===== src/gtd_pkg.sv =====
// Constants shared by the gated time digitizer.
// Assumes a single 40 MHz system clock.
`default_nettype none
package gtd_pkg;
  localparam int unsigned CLK_PERIOD_PS = 25000;
  localparam int unsigned NUM_CHANNELS = 16;
  localparam int unsigned COARSE_BITS = 8;
  localparam int unsigned FINE_BITS = 3;
  localparam int unsigned PHASE_BITS = 4;
  localparam int unsigned RESULT_BITS = COARSE_BITS + FINE_BITS;
  // Least times round up to whole cycles
  localparam int unsigned TEST_PULSE_NS = 550;
  localparam int unsigned TEST_PULSE_CYC = (TEST_PULSE_NS * 1000 + CLK_PERIOD_PS - 1) / CLK_PERIOD_PS;
  localparam int unsigned CHARGE_DELAY_NS = 20;
  localparam int unsigned CHARGE_DELAY_CYC = (CHARGE_DELAY_NS * 1000 + CLK_PERIOD_PS - 1) / CLK_PERIOD_PS;
  localparam int unsigned CLEAR_NS = 400;
  localparam int unsigned CLEAR_CYC = (CLEAR_NS * 1000 + CLK_PERIOD_PS - 1) / CLK_PERIOD_PS;
  // Full scale: 256 coarse wraps of 8 fine steps, plus margin
  localparam int unsigned FULL_SCALE_CYC = 2100;
  localparam int unsigned CNT_BITS = 12;
  localparam logic [3:0] PHASE_RESET = 4'h0;
  typedef enum logic [1:0] {GTD_IDLE, GTD_INTEG, GTD_CLEAR, GTD_FULLSCALE} gtd_state_t;
endpackage : gtd_pkg
`default_nettype wire


===== src/gtd_digitizer.sv =====
// Gated time digitizer: test pulse sequencer, gray phase generator,
// per-channel interpolators and coarse counters, readout bus driver.
// Assumes gate, test command and time pulses arrive asynchronously.
`default_nettype none
// What this block does
// - Crate test command fires one 550 ns test pulse.
// - Test pulse opens window; one cycle (25 ns) later charge switch closes for all channels.
// - Each interpolator has four latches on four phases spaced one 25 ns clock cycle.
// - Phase bits step as a Gray sequence, one bit change per step.
// - Interpolator captures gray state on falling time pulse, then holds.
// - Captured gray bits decode to binary as result low three bits.
// - Coarse counter increments on fourth latch falling edge, the 7 to 0 wrap.
// - Sixteen independent 8-bit coarse counters with hold latch, read through one selected output with an enable.
// - Coarse counters cleared by 400 ns pulse at window end.
// - Hold latches follow counters during full scale window, then freeze.
// - Result is 11 bits: latched coarse high, decoded fine low.
// - Full scale window slightly longer than full-scale digitization time.
// - Phase generator divides the fast clock into four spaced phases.
// - Phase generator halted for 400 ns at window end, runs until full scale ends.
module gtd_digitizer #(
  parameter int unsigned FULL_SCALE_CYC = gtd_pkg::FULL_SCALE_CYC
) (
  input wire logic clk,
  input wire logic rst_n,
  input wire logic gate_in,
  input wire logic test_cmd,
  input wire logic [gtd_pkg::NUM_CHANNELS-1:0] time_pulse,
  input wire logic [3:0] readout_sel,
  input wire logic readout_en,
  output logic integ_window,
  output logic charge_switch,
  output logic full_scale_window,
  output logic counter_clear,
  output logic [gtd_pkg::RESULT_BITS-1:0] readout_data,
  output logic readout_oe
);
  localparam int unsigned N = gtd_pkg::NUM_CHANNELS;
  localparam int unsigned CB = gtd_pkg::COARSE_BITS;
  localparam int unsigned PB = gtd_pkg::PHASE_BITS;
  localparam int unsigned WB = gtd_pkg::CNT_BITS;

  // Johnson states are Gray: ones count gives value while filling, mirrored while draining
  function automatic logic [gtd_pkg::FINE_BITS-1:0] gtd_phase_to_bin(input logic [3:0] p);
    logic [3:0] ones;
    ones = {3'h0, p[0]} + {3'h0, p[1]} + {3'h0, p[2]} + {3'h0, p[3]};
    if (p[3] && !p[0]) begin
      gtd_phase_to_bin = 3'(4'h8 - ones);
    end else begin
      gtd_phase_to_bin = ones[2:0];
    end
  endfunction : gtd_phase_to_bin

  // ----------------------------------------
  // Input synchronisers
  // ----------------------------------------
  logic gate_m_q, gate_s_q, test_m_q, test_s_q, test_prev_q;
  logic [N-1:0] time_m_q, time_s_q;
  always_ff @(posedge clk) begin
    if (!rst_n) begin
      gate_m_q <= 1'b0;
      gate_s_q <= 1'b0;
      test_m_q <= 1'b0;
      test_s_q <= 1'b0;
      test_prev_q <= 1'b0;
      time_m_q <= '0;
      time_s_q <= '0;
    end else begin
      gate_m_q <= gate_in;
      gate_s_q <= gate_m_q;
      test_m_q <= test_cmd;
      test_s_q <= test_m_q;
      test_prev_q <= test_s_q;
      time_m_q <= time_pulse;
      time_s_q <= time_m_q;
    end
  end

  // ----------------------------------------
  // Test pulse sequencer
  // ----------------------------------------
  logic [WB-1:0] test_cnt_q, test_cnt_d;
  logic test_q, test_d, charge_q, charge_d;
  always_comb begin
    test_d = test_q;
    test_cnt_d = test_cnt_q;
    charge_d = 1'b0;
    if (test_s_q && !test_prev_q && !test_q) begin
      test_d = 1'b1;
      test_cnt_d = '0;
    end else if (test_q) begin
      test_cnt_d = test_cnt_q + 1'b1;
      if (test_cnt_q == WB'(gtd_pkg::TEST_PULSE_CYC - 1)) begin
        test_d = 1'b0;
      end
      // Charge dumps into all channels after the delay, till one cycle before pulse end
      charge_d = (test_cnt_q >= WB'(gtd_pkg::CHARGE_DELAY_CYC)) &&
                 (test_cnt_q != WB'(gtd_pkg::TEST_PULSE_CYC - 1));
    end
  end
  always_ff @(posedge clk) begin
    if (!rst_n) begin
      test_q <= 1'b0;
      test_cnt_q <= '0;
      charge_q <= 1'b0;
    end else begin
      test_q <= test_d;
      test_cnt_q <= test_cnt_d;
      charge_q <= charge_d;
    end
  end

  // ----------------------------------------
  // Conversion sequence and phase generator
  // ----------------------------------------
  gtd_pkg::gtd_state_t state_q, state_d;
  logic [WB-1:0] seq_cnt_q, seq_cnt_d;
  logic [PB-1:0] phase_q, phase_d;
  logic window_d;
  always_comb begin
    window_d = gate_s_q | test_q;
    state_d = state_q;
    seq_cnt_d = seq_cnt_q + 1'b1;
    phase_d = gtd_pkg::PHASE_RESET;
    unique case (state_q)
      gtd_pkg::GTD_IDLE: begin
        if (window_d) begin
          state_d = gtd_pkg::GTD_INTEG;
        end
      end
      gtd_pkg::GTD_INTEG: begin
        seq_cnt_d = '0;
        if (!window_d) begin
          state_d = gtd_pkg::GTD_CLEAR;
        end
      end
      gtd_pkg::GTD_CLEAR: begin
        // Phase held at reset so every conversion starts aligned
        if (seq_cnt_q == WB'(gtd_pkg::CLEAR_CYC - 1)) begin
          state_d = gtd_pkg::GTD_FULLSCALE;
          seq_cnt_d = '0;
        end
      end
      gtd_pkg::GTD_FULLSCALE: begin
        phase_d = {phase_q[PB-2:0], ~phase_q[PB-1]};
        if (seq_cnt_q == WB'(FULL_SCALE_CYC - 1)) begin
          state_d = gtd_pkg::GTD_IDLE;
        end
      end
    endcase
  end
  always_ff @(posedge clk) begin
    if (!rst_n) begin
      state_q <= gtd_pkg::GTD_IDLE;
      seq_cnt_q <= '0;
      phase_q <= gtd_pkg::PHASE_RESET;
    end else begin
      state_q <= state_d;
      seq_cnt_q <= seq_cnt_d;
      phase_q <= phase_d;
    end
  end

  // ----------------------------------------
  // Channel interpolators and coarse counters
  // ----------------------------------------
  logic clearing, converting;
  logic [N-1:0][PB-1:0] interp_q, interp_d;
  logic [N-1:0][CB-1:0] coarse_q, coarse_d, hold_q, hold_d;
  assign clearing = (state_q == gtd_pkg::GTD_CLEAR);
  assign converting = (state_q == gtd_pkg::GTD_FULLSCALE);
  always_comb begin
    for (int i = 0; i < N; i++) begin
      interp_d[i] = interp_q[i];
      coarse_d[i] = coarse_q[i];
      hold_d[i] = hold_q[i];
      if (clearing) begin
        interp_d[i] = gtd_pkg::PHASE_RESET;
        coarse_d[i] = '0;
      end else if (converting && time_s_q[i]) begin
        // Transparent while the pulse is high; last value kept once it falls
        interp_d[i] = phase_d;
        if (interp_q[i][PB-1] && !phase_d[PB-1]) begin
          coarse_d[i] = coarse_q[i] + 1'b1;
        end
      end
      if (converting) begin
        hold_d[i] = coarse_d[i];
      end
    end
  end
  always_ff @(posedge clk) begin
    if (!rst_n) begin
      interp_q <= '0;
      coarse_q <= '0;
      hold_q <= '0;
    end else begin
      interp_q <= interp_d;
      coarse_q <= coarse_d;
      hold_q <= hold_d;
    end
  end

  // ----------------------------------------
  // Readout bus and status outputs
  // ----------------------------------------
  logic [gtd_pkg::RESULT_BITS-1:0] data_q, data_d;
  logic oe_q, oe_d, integ_q, fs_q, clr_q;
  always_comb begin
    // Only the selected channel drives, and only outside conversion
    oe_d = readout_en && (state_q == gtd_pkg::GTD_IDLE);
    data_d = {hold_q[readout_sel], gtd_phase_to_bin(interp_q[readout_sel])};
  end
  always_ff @(posedge clk) begin
    if (!rst_n) begin
      data_q <= '0;
      oe_q <= 1'b0;
      integ_q <= 1'b0;
      fs_q <= 1'b0;
      clr_q <= 1'b0;
    end else begin
      data_q <= data_d;
      oe_q <= oe_d;
      integ_q <= window_d;
      fs_q <= (state_d == gtd_pkg::GTD_FULLSCALE);
      clr_q <= (state_d == gtd_pkg::GTD_CLEAR);
    end
  end
  assign integ_window = integ_q;
  assign charge_switch = charge_q;
  assign full_scale_window = fs_q;
  assign counter_clear = clr_q;
  assign readout_data = data_q;
  assign readout_oe = oe_q;
endmodule : gtd_digitizer
`default_nettype wire


===== config.mk =====
export PLATFORM = sky130hd
export DESIGN_NAME = gtd_digitizer
export DESIGN_NICKNAME = d
export VERILOG_FILES = /design/src/gtd_pkg.sv /design/src/gtd_digitizer.sv
export SDC_FILE = /design/constraint.sdc
export NUM_CORES = 1
export LEC_CHECK = 0
export BUFFER_PORTS_ARGS = -buffer_cell sky130_fd_sc_hd__buf_4
export CELL_PAD_IN_SITES_DETAIL_PLACEMENT = 0
export CELL_PAD_IN_SITES_GLOBAL_PLACEMENT = 1
export CORE_ASPECT_RATIO = 0.75
export CORE_MARGIN = 3
export CORE_UTILIZATION = 40
export DETAILED_ROUTE_END_ITERATION = 10
export PLACE_DENSITY = 0.64
export SYNTH_ARGS = -nofsm -noshare
export SYNTH_HDL_FRONTEND = slang
export SYNTH_SLANG_ARGS = --single-unit

===== constraint.sdc =====
create_clock -name clk -period 8.3 [get_ports clk]
set_clock_uncertainty 0.1 [all_clocks]
set_input_delay 1.66 -clock clk [delete_from_list [all_inputs] [get_ports clk]]
set_output_delay 1.66 -clock clk [all_outputs]
set_load 0.02 [all_outputs]

# --- Yosys cells after proc, flatten, opt, wreduce, memory -nomap -nowiden ---
# Index checks and enable logic that the tools add are counted.
classes:
  n_addsub: 22
  n_mul: 0
  n_lt_le_gt_ge: 2
  n_eq_ne: 9
  n_bitwise: 4
  reduce_logical: 45
  shifts: 0
  n_div: 0
  mux: 64
ops:
  columns: ["cell", "count"]
  rows:
  - ["two-way mux 8 bit", 49]
  - ["adder 8 x 1 -> 8 bit (second input constant)", 16]
  - ["logical AND 1 bit", 37]
  - ["binary-select mux 8 bit (select 4 bit)", 1]
  - ["adder 12 x 1 -> 12 bit (second input constant)", 2]
  - ["one-hot mux 12 bit (2 select lines)", 1]
  - ["binary-select mux 4 bit (select 4 bit)", 1]
  - ["== test 12 bit (second input constant)", 1]
  - ["== test 12 x 4 -> 1 bit (second input constant)", 1]
  - ["== test 12 x 5 -> 1 bit (second input constant)", 1]
  - ["greater-or-equal comparator 12 x 1 -> 1 bit (second input constant)", 1]
  - ["two-way mux 12 bit", 1]
  - ["!= test 12 x 5 -> 1 bit (second input constant)", 1]
  - ["== test 2 bit (second input constant)", 4]
  - ["two-way mux 2 bit", 4]
  - ["two-way mux 4 bit", 2]
  - ["one-hot mux 2 bit (4 select lines)", 1]
  - ["< comparator 4 x 5 -> 1 bit (second input constant)", 1]
  - ["logical NOT 1 bit", 4]
  - ["OR reduction 2 bit", 2]
  - ["adder 2 x 1 -> 3 bit", 1]
  - ["adder 3 x 1 -> 3 bit", 1]
  - ["two-way mux 1 bit", 3]
  - ["two-way mux 3 bit", 1]
  - ["7 further kinds", 9]
word_totals:
  n_memories: 0
  mem_bits_rw: 0
  mem_bits_ro: 0
  elab_cells: 212
  register_bits: 404
  output_inout_bits: 16
  in_bits: 25
  latchBits: 0

# --- Longest topological paths before layout ---
logic_depth:
  ltp_word: 7
  ltp_mapped: 12
  ltp_nobuf: 11

# --- Worst setup path after synthesis ---
# OpenSTA, ideal clock, no wires.
synth_timing:
  path_type: "input to register"
  start: "input readout_sel[1]"
  end: "register data_q (netlist bit readout_data[2])"
  t_arrival_ns: 4.448
  required_ns: 8.079
  path_slack_ns: 3.630
  path_buffers: 2
  path_stages: 11
  path_cell_list: "buf_2 -> buf_1 -> mux4_2 -> mux4_2 -> fa_1 -> ha_1 -> ha_1 -> inv_1 -> ha_1 -> o21bai_1 -> mux2i_1"
synth_between:
  elab_chain_cells: 7
  word_cells_on_any_way: 9
synth_lines:
  columns: ["element", "line", "source"]
  rows:
  - ["from (decl)", "gtd_digitizer.sv:28", "input wire logic [3:0] readout_sel,"]
  - ["binary-select mux 4 bit (select 4 bit) *", "gtd_digitizer.sv:211", "data_d = {hold_q[readout_sel], gtd_phase_to_bin(interp_q[readout_sel])};"]
  - ["two-way mux 4 bit (not written as such) *", "gtd_digitizer.sv:211", null]
  - ["adder 1 x 1 -> 2 bit", "gtd_digitizer.sv:45", "ones = {3'h0, p[0]} + {3'h0, p[1]} + {3'h0, p[2]} + {3'h0, p[3]};"]
  - ["adder 2 x 1 -> 3 bit", "gtd_digitizer.sv:45", null]
  - ["adder 3 x 1 -> 3 bit", "gtd_digitizer.sv:45", null]
  - ["subtractor 1 x 3 -> 3 bit", "gtd_digitizer.sv:47", "gtd_phase_to_bin = 3'(4'h8 - ones);"]
  - ["two-way mux 3 bit *", "gtd_digitizer.sv:46", "if (p[3] && !p[0]) begin"]
  - ["to (signal assigned)", "gtd_digitizer.sv:221", "data_q <= data_d;"]
  - ["to (decl)", "gtd_digitizer.sv:206", "logic [gtd_pkg::RESULT_BITS-1:0] data_q, data_d;"]
# Every way passes the cells marked *; elsewhere a longest branch is shown, timed or not. The select of a mux whose other input is x is not followed.
# A chain may end at the register's enable or synchronous reset.

# --- Worst setup path in the final report ---
layout_timing:
  start: "input readout_sel[0]"
  end: "register data_q (netlist bit readout_data[2])"
# Same word-level chain as after synthesis.

==> key figures <==
Run status
  – Outcome: finished, final reports clean

Logic synthesis
  – Number of synthesized flops with an enable pin: 0
  – Syn_nets: 1833
  – Compound-cell area share of the yosys netlist: 8.76%
  – Syn avg cell area: roughly 9.6 µm²
  – Largest family of logic cells by synthesized area: simple AND/OR/NAND/NOR gates
  – Synth top area share: between 40% and 50%
  – Sequential-to-total area share from yosys stat: between 40% and 50%
  – Post-synth top flop: dfxtp_1
  – Synth Register Bits: about 400
  – Multiplexer share of the synthesized area: roughly a tenth
  – Ys Warns: 0
  – Synth Area in Adders: 2.18%
  – Cell taking the most area after synthesis: dfxtp_1
  – Post-Syn Area: 0.0170 mm²
  – Simple-Gate Fraction of Synth Area: around a fifth
  – Synthesized netlist cell count: approximately 1800
  – Asr flop ratio synth: 0%
  – Top post-synthesis cells by area: dfxtp_1 48%, mux4_2 7.7%, and2_1 4.8%, nand2_1 3.9%, nor2_1 3.7%
  – Netlist cell types: 54
  – Post-Synth XOR/XNOR Area: 6.03%

Die
  – Die area: 0.0450 mm²
  – I/O Pins: 41
  – # rows: 64
  – Initial core utilization: 41.1%
  – Die X-Extent: 244 µm
  – Total core area: 0.0413 mm²
  – Chip height: between 150 and 200 µm

Clock network
  – Clk sinks: 404
  – Post-CTS Setup Bufs: 0
  – Hold buffers post-CTS: 0
  – Clock Path Buffers: 3
  – Clock Pin Slew Worst Setup and Hold Paths: 60 ps
  – Root Buffer: clkbuf_16
  – Post-cts sizing count: 0
  – CTS tree: yes
  – H-tree levels: 2
  – Clock Latency Late Sink: 550 ps
  – TritonCTS buffer count: 42

Routing
  – Vias: 12100
  – DRC Markers: 0
  – Drt total wl: 43100 µm
  – Wire per inst: ~18 µm
  – Pre-antenna DRT Iters: 5
  – Avg Vias per Cell: 5.14
  – Routed Antenna Nets: 0
  – Iter 0 DRT Violations: around 960

Place
  – Number of port buffers: 40
  – Place WS: 3450 ps
  – DP HPWL: 29200 µm
  – Routability-driven placement congestion ratio: 0.820

Timing
  – Fin. Hold Viols: 0
  – Fin crit share: about half
  – Final worst slack: 4010 ps
  – Slew HR: 24.7%
  – RSZ-0062 raised after global routing: false
  – Setup TNS: 0 ps
  – Max-slew violations: 0
  – Worst-margin pin slew: 1130 ps
  – Highest clock rate: ~230 MHz
  – Final setup fails: 0
  – Tmin final: around 4300 ps

Run
  – # Max-Cap Violations: 0

Setup path
  – Reg2reg start: state_q[0]
  – Crit path required time: around 8600 ps
  – Worst path depth: 10
  – CP startpoint kind: primary input
  – CP max stage delay: ~580 ps
  – Worst reg2reg endpoint: hold_q[68]
  – R2R cell count: 5
  – CP max stage cell: mux4_2
  – Critical Path Sink Type: register
  – CP Max Fanout: 24
  – Crit path buf inv count: 3
  – Crit path DAT: around 4600 ps
  – Most used cell, CP: ha_1
  – Critical setup path kind: primary input to register
  – CP delay by family, top: multiplexers
  – Critical-path cell list: buf_4 -> buf_4 -> mux4_2 -> mux4_2 -> ha_1 -> ha_1 -> inv_1 -> ha_1 -> o21bai_1 -> mux2i_1
  – FF-to-FF setup slack: roughly 4700 ps

Finish
  – Register area: around 0.0081 mm²
  – Nets@finish: approximately 1800
  – Proportion of layout cells with a drive suffix above 1: 11.2%
  – # fillers: 4015
  – Area Growth Syn to Fin: 11.6%
  – Area taken by multi-input logic gates: between 0.008 and 0.009 mm²

Power
  – PwrDens: 209 mW/mm²
  – Maximum VDD drop: 120 µV
  – Lkg Pwr: a little under 0.007 µW

Min path
  – Hold crit path type: register to register
  – Worst Hold Endpoint: time_s_q[0]
  – Worst Hold Depth: 1
  – Hold Startpoint: time_m_q[0]

GRT
  – Initial antenna violation count: 1
  – First-pass GRT wire length: between 60000 and 70000 µm
  – Overall Global Routing Usage: approximately a fifth
  – Pin count of the biggest net entering global routing: 82
  – Number of global-route vias before repair: 11300
  – Global route overflow: 0
==> how the worst max path moves through the flow <==
stage                        start              end  slack, ps
global placement    readout_sel[0]  readout_data[2]       3450
finish              readout_sel[0]  readout_data[2]       4010
global route        readout_sel[0]  readout_data[2]       3870
detailed placement  readout_sel[0]  readout_data[2]       3450
CTS                 readout_sel[0]  readout_data[2]       4010
floorplan           readout_sel[1]  readout_data[2]       3630
==> state kept, by name, summed over array words and instances, names as in the netlist, 2 cells and up <==
signal        flops
coarse_q        128
hold_q          128
interp_q         64
phase_q           4
readout_data     11
seq_cnt_q        12
state_q           2
test_cnt_q       12
time_m_q         16
time_s_q         16
==> cells by family after synthesis <==
family,after synthesis
AND/OR/NAND/NOR,691
flip-flops,404
AO/OA/AOI/OAI,243
buffers and inverters,197
XOR/XNOR,117
multiplexers,98
adder cells (fa/ha/maj),29
==> stage by stage <==
step / hold WS [ps] / utilization (%) / cell area (µm²) / cells / power, µW
2_1_floorplan: 312 / - / 17000 / 1779 / 2080
3_3_place_gp: 315 / 42.5 / 17600 / 2268 / 2110
3_5_place_dp: 321 / 42.5 / 17600 / 2268 / 2110
4_1_cts: 337 / 45.9 / 19000 / 2342 / 4010
5_1_grt: 348 / 45.9 / 19000 / 2342 / 4100
6_report: 328 / 45.9 / 19000 / 2343 / 3960
==> cells in the mapped netlist (3+ instances only) <==
library cell  count
o21ai_0          39
a21oi_1          91
mux2i_1          37
buf_2            14
o22ai_1          47
nand3_1          63
nor3_1            5
nor2b_1          32
xor2_1           62
nor2_1          169
a311oi_1         16
buf_6             4
and4_1            6
a22o_1           12
nand2_1         177
o21ai_1           6
o21a_1            3
and3_1           19
mux2_2            3
dfxtp_1         404
ha_1             28
a31o_2            9
and4b_1          16
nand4b_1          4
inv_1            71
xnor2_1          55
nand2b_1          3
clkbuf_1         88
or4_1             7
buf_4             7
and2_1          130
mux4_2           58
nand4_1          48
a21o_1            8
buf_1            11
o31ai_1           6
==> layer usage <==
| layer | GRT usage, % | vias to the layer above | routed length [µm] |
|---|---|---|---|
| met5 | 0 | - | 0 |
| met4 | 3.70 | 0 | 621 |
| met3 | 3.21 | 46 | 1920 |
| met2 | 27.3 | 184 | 17300 |
| met1 | 30.6 | 5777 | 23300 |
| li1 | - | 6047 | - |
==> cells in the final DEF (no fill, tap or decap), types with 4 or more instances in the layout <==
master and count:
a21o_1 8, a21oi_1 91, a22o_1 12, a311oi_1 16, a31o_2 9, and2_1 130
and3_1 19, and4_1 6, and4b_1 16, buf_4 53, clkbuf_1 8, clkbuf_16 45
clkbuf_8 7, clkinv_2 11, dfxtp_1 404, ha_1 27, inv_1 71, mux2i_1 37
mux4_2 58, nand2_1 175, nand3_1 63, nand4_1 48, nand4b_1 4, nor2_1 169
nor2b_1 31, nor3_1 5, o21ai_0 39, o21ai_1 6, o22ai_1 47, o31ai_1 6
or4_1 7, xnor2_1 55, xor2_1 62
==> power by group <==
part           internal, µW  switching (µW)  total, µW
logic                  36.2            66.6        103
clock network          1110             782       1890
registers              1950            12.3       1960
total                  3100             861       3960
==> area by class of cell <==
cell class	instances	share of cell area, %
clock buffers	60	6.61
flip-flops and latches	404	42.7
well taps	561	3.70
multi-input cells	1178	42.8
repair buffers	53	2.10
diodes	1	0.0132
inverters	72	1.43
clock inverters	14	0.647
==> worst reg2reg max path, stage by stage, from the launching register on <==
cell and delay, ps:
dfxtp_1 440, ha_4 690, buf_4 790, buf_4 740
nor2b_4 370, a22o_1 330
Note: power is estimated with default switching activity, not from simulation.
